**src/core/l2es_pkg.sv**
```systemverilog
// Constants, types and helper functions shared by the L2 event selector.
package l2es_pkg;

    // ------------------------------------------------------------
    // Event numbers
    // ------------------------------------------------------------
    localparam logic [7:0] L2ES_L2_DATA_REQUEST_EVENT = 8'h26;
    localparam logic [7:0] L2ES_L2_OWNERSHIP_WRITE_EVENT = 8'h27;
    localparam logic [7:0] L2ES_L1_WRITEBACK_EVENT = 8'h28;

    // ------------------------------------------------------------
    // Unit mask layout: low nibble and high nibble of state bits
    // ------------------------------------------------------------
    localparam int L2ES_NIB_W = 4;
    localparam int L2ES_LO_NIB_LSB = 0;
    localparam int L2ES_HI_NIB_LSB = 4;

    // ------------------------------------------------------------
    // Line states and request classes
    // ------------------------------------------------------------
    typedef enum logic [1:0] {
        L2ES_ST_I,
        L2ES_ST_S,
        L2ES_ST_E,
        L2ES_ST_M
    } l2es_mesi_e;

    typedef enum logic [1:0] {
        L2ES_CL_LOAD,
        L2ES_CL_STORE_RFO,
        L2ES_CL_LOCK_RFO,
        L2ES_CL_WRITEBACK
    } l2es_class_e;

    // ------------------------------------------------------------
    // Register bus layout (byte addresses)
    // ------------------------------------------------------------
    localparam int L2ES_ADDR_W = 4;
    localparam int L2ES_DATA_W = 32;
    localparam int L2ES_BE_W = 4;
    localparam logic [3:0] L2ES_OFS_CTRL = 4'h0;
    localparam logic [3:0] L2ES_OFS_STATUS = 4'h4;
    localparam logic [3:0] L2ES_OFS_LAST = 4'h8;

    // Control fields
    localparam int L2ES_CTRL_EVT_LSB = 0;
    localparam int L2ES_CTRL_MASK_LSB = 8;
    localparam int L2ES_CTRL_EN_BIT = 16;
    localparam logic [7:0] L2ES_EVT_RST = 8'h00;
    localparam logic [7:0] L2ES_MASK_RST = 8'h00;

    // Status fields (write one to clear)
    localparam int L2ES_STAT_SEEN_BIT = 0;
    localparam int L2ES_STAT_MISS_BIT = 1;

    // Last-match fields
    localparam int L2ES_LAST_STATE_LSB = 0;
    localparam int L2ES_LAST_CLASS_LSB = 2;
    localparam int L2ES_LAST_MISS_BIT = 4;
    localparam int L2ES_LAST_PF_BIT = 5;

    // ------------------------------------------------------------
    // Helpers
    // ------------------------------------------------------------
    // One-hot state select, bit order I, S, E, M
    function automatic logic [3:0] l2es_state_onehot(input l2es_mesi_e st);
        l2es_state_onehot = 4'h1 << st;
    endfunction : l2es_state_onehot

    // Pick one nibble of the unit mask
    function automatic logic [3:0] l2es_nibble(input logic [7:0] m, input logic hi);
        l2es_nibble = hi ? m[L2ES_HI_NIB_LSB +: L2ES_NIB_W] : m[L2ES_LO_NIB_LSB +: L2ES_NIB_W];
    endfunction : l2es_nibble

endpackage : l2es_pkg

```
**src/core/l2es_req_if.sv**
```systemverilog
// Staged cache request carried from the top to the qualifier.
`timescale 1ns/1ps
interface l2es_req_if;
    import l2es_pkg::*;
    logic valid;
    l2es_class_e cls;
    l2es_mesi_e state;
    logic l2_pf;
    logic own;

    modport src (output valid, output cls, output state, output l2_pf, output own);
    modport dst (input valid, input cls, input state, input l2_pf, input own);
endinterface : l2es_req_if

```
**src/core/l2es_match.sv**
```systemverilog
// Combinational event and unit mask qualifier for one staged request.
`timescale 1ns/1ps
module l2es_match
    import l2es_pkg::*;
(
    // Staged request
    l2es_req_if.dst req,
    // Selection
    input wire logic [7:0] event_i,
    input wire logic [7:0] umask_i,
    // Result
    output logic match_o,
    output logic miss_o
);
    logic [3:0] oh;
    logic [3:0] sel;

    // Choose the nibble of state bits that applies to this request
    always_comb begin
        oh = l2es_state_onehot(req.state);
        sel = 4'h0;
        case (event_i)
            L2ES_L2_DATA_REQUEST_EVENT: begin
                // L1D misses and L1D prefetches are both demand
                if (req.cls == L2ES_CL_LOAD) begin
                    sel = l2es_nibble(umask_i, req.l2_pf);
                end
            end
            L2ES_L2_OWNERSHIP_WRITE_EVENT: begin
                // Stores never count as prefetches here
                if (req.cls == L2ES_CL_STORE_RFO) begin
                    sel = l2es_nibble(umask_i, 1'b0);
                end else if (req.cls == L2ES_CL_LOCK_RFO) begin
                    sel = l2es_nibble(umask_i, 1'b1);
                end
            end
            L2ES_L1_WRITEBACK_EVENT: begin
                if (req.cls == L2ES_CL_WRITEBACK) begin
                    sel = l2es_nibble(umask_i, 1'b0);
                end
            end
            default: begin
                sel = 4'h0;
            end
        endcase
        // Any selected state bit qualifies, so full masks count all
        match_o = req.valid && ((sel & oh) != 4'h0);
        // Ownership prefetch on a shared line needs the line upgraded
        miss_o = (req.state == L2ES_ST_I) ||
                 (req.l2_pf && req.own && req.state == L2ES_ST_S);
    end
endmodule : l2es_match

```
**src/core/l2es_pulse.sv**
```systemverilog
// Registers the qualified match into a one-cycle count pulse.
`timescale 1ns/1ps
module l2es_pulse
    import l2es_pkg::*;
(
    // Clock and reset
    input wire logic clk_i,
    input wire logic rst_n_i,
    // Qualified match
    input wire logic enable_i,
    input wire logic match_i,
    input wire logic miss_i,
    // Toward the counter
    output logic pulse_o,
    output logic miss_o
);
    logic pulse_q;
    logic pulse_d;
    logic miss_q;
    logic miss_d;

    // Next values: one pulse per qualifying request
    always_comb begin
        pulse_d = enable_i && match_i;
        miss_d = enable_i && match_i && miss_i;
    end

    // Output registers
    always_ff @(posedge clk_i) begin
        if (!rst_n_i) begin
            pulse_q <= 1'b0;
            miss_q <= 1'b0;
        end else begin
            pulse_q <= pulse_d;
            miss_q <= miss_d;
        end
    end

    assign pulse_o = pulse_q;
    assign miss_o = miss_q;
endmodule : l2es_pulse

```
**src/core/l2es_top.sv**
```systemverilog
// Top of the L2 cache event selector: bus slave, request stage, status.
// Contract
// - Data event low nibble counts demand loads by line state I, S, E, M.
// - Data demand class covers L1D demand misses and L1D prefetches.
// - All four demand bits set counts every demand data request.
// - Data event high nibble counts prefetch loads by line state I, S, E, M.
// - Prefetch ownership on shared line is a miss; prefetch read there hits.
// - Mask F0H under data event counts every prefetch data request.
// - Mask FFH under data event counts every data request.
// - Write event low nibble counts store ownership by I, S, E, M state.
// - Write event mask 0EH counts store ownership hits in S, E, M.
// - Write event low nibble all set counts every store ownership request.
// - Every counted store ownership request is treated as demand.
// - Write event high nibble counts lock ownership by I, S, E, M state.
// - Lock S, E and M bits together count lock ownership hits.
// - Mask F0H under write event counts every lock ownership request.
// - Writeback event low nibble counts L1 writebacks by line state.
// - Mask 0FH under writeback event counts every L1 writeback.
//
// Implementation choices: register access over Avalon-MM and the placing of the registers.
`timescale 1ns/1ps
module l2es_top
    import l2es_pkg::*;
(
    // Clock and reset
    input wire logic clk_i,
    input wire logic rst_n_i,
    // Avalon-MM slave
    input wire logic [L2ES_ADDR_W-1:0] avs_address_i,
    input wire logic avs_read_i,
    input wire logic avs_write_i,
    input wire logic [L2ES_DATA_W-1:0] avs_writedata_i,
    input wire logic [L2ES_BE_W-1:0] avs_byteenable_i,
    output logic [L2ES_DATA_W-1:0] avs_readdata_o,
    output logic avs_waitrequest_o,
    // Request from the L2 pipeline, same clock
    input wire logic req_valid_i,
    input wire logic [1:0] req_class_i,
    input wire logic [1:0] req_state_i,
    input wire logic req_l2_prefetch_i,
    input wire logic req_ownership_i,
    // Toward the performance counter
    output logic count_pulse_o,
    output logic count_miss_o
);

    // ------------------------------------------------------------
    // Declarations
    // ------------------------------------------------------------
    l2es_req_if stage_if ();

    logic ack_q;
    logic ack_d;
    logic [L2ES_DATA_W-1:0] rdata_q;
    logic [L2ES_DATA_W-1:0] rdata_d;

    logic [7:0] evt_q;
    logic [7:0] evt_d;
    logic [7:0] mask_q;
    logic [7:0] mask_d;
    logic en_q;
    logic en_d;

    logic seen_q;
    logic seen_d;
    logic miss_seen_q;
    logic miss_seen_d;

    logic [1:0] last_state_q;
    logic [1:0] last_state_d;
    logic [1:0] last_class_q;
    logic [1:0] last_class_d;
    logic last_miss_q;
    logic last_miss_d;
    logic last_pf_q;
    logic last_pf_d;

    logic stg_valid_q;
    logic stg_valid_d;
    l2es_class_e stg_cls_q;
    l2es_class_e stg_cls_d;
    l2es_mesi_e stg_state_q;
    l2es_mesi_e stg_state_d;
    logic stg_pf_q;
    logic stg_pf_d;
    logic stg_own_q;
    logic stg_own_d;

    logic bus_req;
    logic wr_take;
    logic rd_take;
    logic match;
    logic miss;
    logic hit_event;

    // ------------------------------------------------------------
    // Bus handshake
    // ------------------------------------------------------------
    // One wait cycle per access keeps read data registered
    assign bus_req = avs_read_i || avs_write_i;
    assign avs_waitrequest_o = bus_req && !ack_q;
    assign wr_take = avs_write_i && ack_q;
    assign rd_take = avs_read_i && !ack_q;

    // Ack toggles so back-to-back accesses each see a wait cycle
    always_comb begin
        ack_d = bus_req && !ack_q;
    end

    always_ff @(posedge clk_i) begin
        if (!rst_n_i) begin
            ack_q <= 1'b0;
        end else begin
            ack_q <= ack_d;
        end
    end

    // ------------------------------------------------------------
    // Read path
    // ------------------------------------------------------------
    // Sampled in the wait cycle; unmapped offsets read zero
    always_comb begin
        rdata_d = rdata_q;
        if (rd_take) begin
            rdata_d = '0;
            case (avs_address_i)
                L2ES_OFS_CTRL: begin
                    rdata_d[L2ES_CTRL_EVT_LSB +: 8] = evt_q;
                    rdata_d[L2ES_CTRL_MASK_LSB +: 8] = mask_q;
                    rdata_d[L2ES_CTRL_EN_BIT] = en_q;
                end
                L2ES_OFS_STATUS: begin
                    rdata_d[L2ES_STAT_SEEN_BIT] = seen_q;
                    rdata_d[L2ES_STAT_MISS_BIT] = miss_seen_q;
                end
                L2ES_OFS_LAST: begin
                    rdata_d[L2ES_LAST_STATE_LSB +: 2] = last_state_q;
                    rdata_d[L2ES_LAST_CLASS_LSB +: 2] = last_class_q;
                    rdata_d[L2ES_LAST_MISS_BIT] = last_miss_q;
                    rdata_d[L2ES_LAST_PF_BIT] = last_pf_q;
                end
                default: begin
                    rdata_d = '0;
                end
            endcase
        end
    end

    always_ff @(posedge clk_i) begin
        if (!rst_n_i) begin
            rdata_q <= '0;
        end else begin
            rdata_q <= rdata_d;
        end
    end

    assign avs_readdata_o = rdata_q;

    // ------------------------------------------------------------
    // Control register
    // ------------------------------------------------------------
    // Byte lanes honoured; a new selection applies from the next request
    always_comb begin
        evt_d = evt_q;
        mask_d = mask_q;
        en_d = en_q;
        if (wr_take && avs_address_i == L2ES_OFS_CTRL) begin
            if (avs_byteenable_i[0]) begin
                evt_d = avs_writedata_i[L2ES_CTRL_EVT_LSB +: 8];
            end
            if (avs_byteenable_i[1]) begin
                mask_d = avs_writedata_i[L2ES_CTRL_MASK_LSB +: 8];
            end
            if (avs_byteenable_i[2]) begin
                en_d = avs_writedata_i[L2ES_CTRL_EN_BIT];
            end
        end
    end

    always_ff @(posedge clk_i) begin
        if (!rst_n_i) begin
            evt_q <= L2ES_EVT_RST;
            mask_q <= L2ES_MASK_RST;
            en_q <= 1'b0;
        end else begin
            evt_q <= evt_d;
            mask_q <= mask_d;
            en_q <= en_d;
        end
    end

    // ------------------------------------------------------------
    // Request stage
    // ------------------------------------------------------------
    // One register stage cuts the path from the cache pipeline
    always_comb begin
        stg_valid_d = req_valid_i;
        stg_cls_d = l2es_class_e'(req_class_i);
        stg_state_d = l2es_mesi_e'(req_state_i);
        stg_pf_d = req_l2_prefetch_i;
        stg_own_d = req_ownership_i;
    end

    always_ff @(posedge clk_i) begin
        if (!rst_n_i) begin
            stg_valid_q <= 1'b0;
            stg_cls_q <= L2ES_CL_LOAD;
            stg_state_q <= L2ES_ST_I;
            stg_pf_q <= 1'b0;
            stg_own_q <= 1'b0;
        end else begin
            stg_valid_q <= stg_valid_d;
            stg_cls_q <= stg_cls_d;
            stg_state_q <= stg_state_d;
            stg_pf_q <= stg_pf_d;
            stg_own_q <= stg_own_d;
        end
    end

    // Staged request onto the carrier
    assign stage_if.valid = stg_valid_q;
    assign stage_if.cls = stg_cls_q;
    assign stage_if.state = stg_state_q;
    assign stage_if.l2_pf = stg_pf_q;
    assign stage_if.own = stg_own_q;

    // ------------------------------------------------------------
    // Qualifier and pulse
    // ------------------------------------------------------------
    l2es_match u_match (
        .req (stage_if),
        .event_i (evt_q),
        .umask_i (mask_q),
        .match_o (match),
        .miss_o (miss)
    );

    l2es_pulse u_pulse (
        .clk_i (clk_i),
        .rst_n_i (rst_n_i),
        .enable_i (en_q),
        .match_i (match),
        .miss_i (miss),
        .pulse_o (count_pulse_o),
        .miss_o (count_miss_o)
    );

    assign hit_event = en_q && match;

    // ------------------------------------------------------------
    // Status and last match
    // ------------------------------------------------------------
    // Write one clears; a match in the same cycle wins over the clear
    always_comb begin
        seen_d = seen_q;
        miss_seen_d = miss_seen_q;
        if (wr_take && avs_address_i == L2ES_OFS_STATUS && avs_byteenable_i[0]) begin
            if (avs_writedata_i[L2ES_STAT_SEEN_BIT]) begin
                seen_d = 1'b0;
            end
            if (avs_writedata_i[L2ES_STAT_MISS_BIT]) begin
                miss_seen_d = 1'b0;
            end
        end
        if (hit_event) begin
            seen_d = 1'b1;
        end
        if (hit_event && miss) begin
            miss_seen_d = 1'b1;
        end
    end

    // Snapshot of the most recent counted request
    always_comb begin
        last_state_d = last_state_q;
        last_class_d = last_class_q;
        last_miss_d = last_miss_q;
        last_pf_d = last_pf_q;
        if (hit_event) begin
            last_state_d = stg_state_q;
            last_class_d = stg_cls_q;
            last_miss_d = miss;
            last_pf_d = stg_pf_q;
        end
    end

    always_ff @(posedge clk_i) begin
        if (!rst_n_i) begin
            seen_q <= 1'b0;
            miss_seen_q <= 1'b0;
            last_state_q <= 2'h0;
            last_class_q <= 2'h0;
            last_miss_q <= 1'b0;
            last_pf_q <= 1'b0;
        end else begin
            seen_q <= seen_d;
            miss_seen_q <= miss_seen_d;
            last_state_q <= last_state_d;
            last_class_q <= last_class_d;
            last_miss_q <= last_miss_d;
            last_pf_q <= last_pf_d;
        end
    end

endmodule : l2es_top

```
**config.mk**
```make
export PLATFORM = sky130hd
export DESIGN_NAME = l2es_top
export DESIGN_NICKNAME = d
export VERILOG_FILES = /design/src/core/l2es_pkg.sv /design/src/core/l2es_req_if.sv /design/src/core/l2es_match.sv /design/src/core/l2es_pulse.sv /design/src/core/l2es_top.sv
export SDC_FILE = /design/constraint.sdc
export NUM_CORES = 1
export LEC_CHECK = 0
export BUFFER_PORTS_ARGS = -buffer_cell sky130_fd_sc_hd__buf_4
export CORE_MARGIN = 10
export CORE_UTILIZATION = 40
export CTS_CLUSTER_SIZE = 16
export DETAILED_ROUTE_END_ITERATION = 8
export PLACE_DENSITY_LB_ADDON = 0.15
export SLEW_MARGIN = 20
export SYNTH_ARGS = -nofsm -noshare
export SYNTH_HDL_FRONTEND = slang
export SYNTH_HIERARCHICAL = 1
export SYNTH_SLANG_ARGS = --single-unit
```
**constraint.sdc**
```tcl
create_clock -name clk_i -period 2.9 [get_ports clk_i]
set_clock_uncertainty 0.15 [all_clocks]
set_input_delay 0.435 -clock clk_i [delete_from_list [all_inputs] [get_ports clk_i]]
set_output_delay 0.435 -clock clk_i [all_outputs]
set_load 0.01 [all_outputs]
```
==> impl_metrics.yaml, run 1 <==
yosys:
  synth-async-reset-ratio_pct: 0
  synth_warnings: 6
  ys_seq_area_share_pct: 43.9
  synth_edf_count: 0
  synthFlopType: "dfxtp_1"
  syn_inst: 261
  synth_area_leaders: "dfxtp_1 (44%), mux2i_1 (11%), nand2_1 (10%), a21boi_0 (5.1%), buf_4 (5.1%)"
  syn_area_um2: 2370
  synth_top_area_share_pct: 43.9
  syn_area_per_cell_um2: 9.08
  synthDistinctLibCells: 37
  ys_ff_latch: 52
  synth_top_area_cell: "dfxtp_1"
route:
  wl_met1_mm: 2.69
  wl_per_cell_um: 14.6
  dr_wl_met3_um: 325
  top_layer_used: "met4"
  via_count: 1876
  wl_met2_mm: 2.51
  drt.antenna.violating_nets: 0
  drt-initial-drc-count: 81
  drcViolationCount: 0
  firstDrtPassIters: 4
  routed_wl_mm: 5.59
  vias_per_cell: 4.90
worst_setup_path:
  critPathKind: "flip-flop to flip-flop"
  cp.arrival_ps: 2570
  cp_top_family: "simple AND/OR/NAND/NOR gates"
  crit_path_end_kind: "flip-flop"
  start_kind: "flip-flop"
  crit_slowest_cell: "dfxtp_1"
  critPathMaxFanout: 7
  path_buf_inv: 0
  r2r_start: "evt_q[1]"
  critPathRequiredTime_ps: 2980
  cp.depth: 8
  r2r_cells: 8
  r2r_slack_ps: 410
  crit_end: "miss_seen_q"
  r2r-end: "miss_seen_q"
  worstPathCellList: "nand4bb_1 -> or3_1 -> o22ai_1 -> mux2i_1 -> a211oi_2 -> and2_1 -> nand2_1 -> a41oi_1"
  cp-startpoint: "evt_q[1]"
  max_stage_delay_ps: 440
outcome:
  status: "completed"
timing:
  fin_crit_sh_pct: 85.8
  tightest_slew_ps: 561
  slew_violations: 0
  fin_crit_ps: 2490
  rsz0062_at_grt: "no"
  max_freq_mhz: 402
  slew-limit-headroom_pct: 62.6
  setup_tns_ps: 0
  hold_viol: 0
  finalSetupViolations: 0
power_and_ir_drop:
  leakagePower_uw: 0.00118
  ir_drop_v: 0.000255
  p_sw_uw: 296
  seqPwrFrac_pct: 57.8
  intPower_uw: 964
  pwr-share-clk_pct: 33.3
  p_sw_share_pct: 23.5
  power_density_nw_per_um2: 442
  combinationalPowerShare_pct: 8.9
layout:
  syn2layout_area_growth_pct: 20.1
  fill_cells: 573
  final_nets: 361
  layout_common_cells: "nand2_1 (65), buf_4 (57), dfxtp_1 (52), mux2i_1 (25), a21boi_0 (16)"
  drive_gt1_share_pct: 22.8
  utilization_pct: 50.5
  final_common_cell: "nand2_1"
  diodes: 0
clocking:
  numCtsBuffers: 5
  ctsResizeCount: 0
  clock-sinks: 52
  postCtsSetupRepairBufs: 0
  clk_path_buf_depth: 2
  tritoncts: "yes"
  hold_buffers: 0
  cts.clk_slew.worst_paths_ps: 90
  root_buffer: "clkbuf_8"
  clkLatencyLatePin_ps: 300
  cts.htree.levels: 2
flow_run:
  maxCapViolCount: 0
min_path:
  hp-start: "req_valid_i"
  min_delay_path_depth: 2
  hold_class: "primary input to flip-flop"
floorplan:
  start_util_pct: 42.0
  die_x_um: 97.0
  rows: 27
  ioPinCount: 86
  dieArea_um2: 9410
  die_h_um: 97.0
  core_area_um2: 5640
placed_design:
  place_congestion: 0.821
  port-buffer-count: 54
  hpwl_mm: 4.20
global_route:
  grt_pass1_wl_mm: 9.44
  first_global_vias: 1863
  grt-ovfl-total: 0
  antenna_found_initial: 0
  grt_max_degree: 67
  grt_usage_pct: 11.8
==> per-layer routing <==
layer  vias up  track usage [%]
met2        52             17.3
met1       847             15.9
li1        972                -
met5         -                0
met4         0             4.06
met3         5             3.69
==> worst reg2reg max path: cells and delay by family, from the launching register on <==
| kind | cells | cell delay [ps] |
|---|---|---|
| AND/OR/NAND/NOR | 4 | 950 |
| flip-flops | 1 | 440 |
| multiplexers | 1 | 110 |
| AO/OA/AOI/OAI | 3 | 760 |
==> cells in the mapped netlist, types with 2 or more instances <==
master	n
buf_4	16
nor2b_1	4
a2bb2oi_1	2
o2bb2ai_1	6
clkbuf_1	9
mux2i_1	25
a222oi_1	2
a41oi_1	3
o21ai_0	4
nor4b_1	2
and3_1	3
buf_6	2
buf_2	2
and2_1	11
a21boi_0	16
nand2_1	65
mux2_2	2
nand4b_1	2
dfxtp_1	52
nor2_1	4
o22ai_1	2
nand3_1	12
==> state kept, by name, summed over array words and instances, names as in the netlist, 2 cells and up <==
name,cells
avs_readdata_o,17
evt_q,8
mask_q,8
last_class_q,2
last_state_q,2
stage_if.cls,2
stage_if.state,2
==> worst min path at each step <==
stage / end / slack, ps
2_1_floorplan: last_state_q[0] / 290
3_3_place_gp: avs_readdata_o[10] / 300
3_5_place_dp: avs_readdata_o[10] / 300
4_1_cts: stage_if.valid / 180
5_1_grt: stage_if.valid / 180
6_report: stage_if.valid / 190
==> through the flow <==
stage / instance area [um^2] / hold WS (ps) / setup slack, ps / power, uW / std cells
CTS: 2850 / 178 / 439 / 1270 / 383
floorplan: 2420 / 293 / 678 / 819 / 275
global placement: 2760 / 296 / 495 / 857 / 375
detailed placement: 2760 / 303 / 480 / 857 / 375
global route: 2850 / 178 / 184 / 1320 / 383
finish: 2850 / 187 / 412 / 1260 / 383
==> power groups by stage <==
| stage | Sequential (uW) | Clock (uW) | Combinational (uW) |
|---|---|---|---|
| CTS | 728 | 434 | 112 |
| finish | 728 | 419 | 112 |
| global placement | 745 | 0 | 112 |
| floorplan | 743 | 0 | 75.8 |
| detailed placement | 745 | 0 | 112 |
| global route | 730 | 466 | 125 |
==> cell type report <==
type | instances | area, um^2 | area share (%)
flip-flops and latches | 52 | 1040 | 36.6
well taps | 72 | 90.1 | 3.16
repair buffers | 57 | 428 | 15.0
clock buffers | 6 | 82.6 | 2.90
multi-input cells | 194 | 1200 | 42.0
clock inverters | 2 | 10.0 | 0.351
==> cells by family after synthesis <==
group | after synthesis | share of synthesized area, %
buffers and inverters | 29 | 7.86
muxes | 28 | 12.0
and+or+nand+nor | 112 | 23.3
DFF | 52 | 43.9
AOI/OAI and AO/OA | 39 | 12.8
other | 1 | 0.158
No activity file was read; power rests on OpenSTA's default activity.
==> inputs of run 2 (changes only) <==
--- a/config.mk
+++ b/config.mk
@@ -5,7 +5,7 @@
 export SDC_FILE = /design/constraint.sdc
 export NUM_CORES = 1
 export LEC_CHECK = 0
-export BUFFER_PORTS_ARGS = -buffer_cell sky130_fd_sc_hd__buf_4
+export BUFFER_PORTS_ARGS = -buffer_cell sky130_fd_sc_hd__buf_2
 export CORE_MARGIN = 10
 export CORE_UTILIZATION = 40
 export CTS_CLUSTER_SIZE = 16
==> run 2 against run 1 <==
Final cell count is 0.26% higher. Highest routed layer unchanged. Combinational power down 11%. Routed wire length up 1.3%. Largest cell class unchanged.
==> impl_metrics.yaml, run 2 (same netlist as run 1, synthesis figures left out) <==
clocking:
  numCtsBuffers: 5
  cts.clk_slew.worst_paths_ps: 90
  clkLatencyLatePin_ps: 310
  ctsResizeCount: 0
  root_buffer: "clkbuf_8"
  tritoncts: "yes"
  clk_path_buf_depth: 2
  cts.htree.levels: 2
  clock-sinks: 52
  hold_buffers: 0
  postCtsSetupRepairBufs: 0
power_and_ir_drop:
  power_density_nw_per_um2: 484
  combinationalPowerShare_pct: 7.5
  p_sw_uw: 309
  pwr-share-clk_pct: 37.5
  ir_drop_v: 0.000221
  intPower_uw: 1020
  p_sw_share_pct: 23.3
  leakagePower_uw: 0.00116
  seqPwrFrac_pct: 55.0
layout:
  fill_cells: 566
  syn2layout_area_growth_pct: 15.5
  layout_common_cells: "nand2_1 (65), buf_2 (54), dfxtp_1 (52), mux2i_1 (25), a21boi_0 (16)"
  drive_gt1_share_pct: 23.1
  final_nets: 362
  largest_reg_flops: 17
  diodes: 0
  final_common_cell: "nand2_1"
  multi_input_area_um2: 1200
  seqCellArea_um2: 1040
timing:
  holdWs_ps: 178
  finalSetupViolations: 0
  slew_violations: 0
  fin_crit_sh_pct: 86.6
  max_freq_mhz: 398
  fin_crit_ps: 2510
  hold_viol: 0
  tightest_slew_ps: 525
  slew-limit-headroom_pct: 65.0
  setup_tns_ps: 0
  rsz0062_at_grt: "no"
placed_design:
  place_congestion: 0.867
  hpwl_mm: 4.30
  port-buffer-count: 54
floorplan:
  ioPinCount: 86
  start_util_pct: 42.0
  core_area_um2: 5640
  rows: 27
  die_h_um: 97.0
  die_x_um: 97.0
  dieArea_um2: 9410
route:
  routed_wl_mm: 5.66
  wl_per_cell_um: 14.7
  firstDrtPassIters: 6
  vias_per_cell: 5.03
  drt-initial-drc-count: 80
  drcViolationCount: 0
  via_count: 1931
  drt.antenna.violating_nets: 0
flow_run:
  maxCapViolCount: 0
worst_setup_path:
  critPathMaxFanout: 7
  critPathRequiredTime_ps: 2980
  crit_path_end_kind: "flip-flop"
  start_kind: "flip-flop"
  cp.arrival_ps: 2590
  critPathKind: "flip-flop to flip-flop"
  r2r_start: "evt_q[1]"
  cp-startpoint: "evt_q[1]"
  r2r_slack_ps: 390
global_route:
  first_global_vias: 1897
  grt_max_degree: 35
  grt_usage_pct: 11.9
  grt-ovfl-total: 0
  antenna_found_initial: 0
  grt_pass1_wl_mm: 9.44
outcome:
  status: "completed"
min_path:
  hp-start: "req_class_i[0]"
  hold_class: "primary input to flip-flop"
==> run 2: cell count changes in the layout (fill, tap and decap cells not counted) <==
cell | previous run | this run
buf_2 | 0 | 54
buf_4 | 57 | 4
bufinv_16 | 0 | 1
clkbuf_8 | 6 | 5
clkinv_2 | 2 | 1
clkinvlp_4 | 0 | 1
==> run 2: critical path: stages, from the launching register on <==
cell,delay (ps)
dfxtp_1,440
nand4bb_1,160
or3_1,350
o22ai_1,180
mux2i_1,110
a211oi_2,360
and2_1,340
nand2_1,110
a41oi_1,230
==> run 2: final timing paths <==
path | end | cells past startpoint
worst max-delay path | miss_seen_q | 8
worst min-delay path | stage_if.cls[0] | 2
worst max register to register | miss_seen_q | 8
worst min register to register | avs_readdata_o[15] | 2
==> run 2: power by group through the flow <==
| stage | Sequential, uW | Combinational [uW] | Clock, uW |
|---|---|---|---|
| 3_3_place_gp | 745 | 99.7 | 0 |
| 6_report | 728 | 99.9 | 496 |
| 4_1_cts | 728 | 99.6 | 511 |
| 3_5_place_dp | 745 | 99.4 | 0 |
| 5_1_grt | 730 | 113 | 535 |
| 2_1_floorplan | 743 | 75.8 | 0 |
==> run 2: per-layer routing <==
metal | GRT usage (%) | routed length, um
met4 | 4.28 | 82
met3 | 4.12 | 329
met1 | 15.3 | 2750
met2 | 17.8 | 2500
met5 | 0 | 0
==> run 2: layout make-up <==
cell class	instances	area share, %
Tap cell	72	3.29
Clock inverter	3	1.55
Clock buffer	5	2.51
Sequential cell	52	38.0
Timing Repair Buffer	58	11.0
Multi-Input combinational cell	194	43.7
==> run 2: metrics by stage <==
| step | util [%] | cells | instance area, um^2 | worst slack [ps] | total power [uW] |
|---|---|---|---|---|---|
| after detailed placement | 46.6 | 376 | 2630 | 458 | 844 |
| after global routing | 48.5 | 384 | 2740 | 202 | 1380 |
| final | 48.5 | 384 | 2740 | 388 | 1320 |
| after floorplan | - | 275 | 2420 | 678 | 819 |
| after CTS | 48.5 | 384 | 2740 | 422 | 1340 |
| after global placement | 46.6 | 376 | 2630 | 489 | 845 |
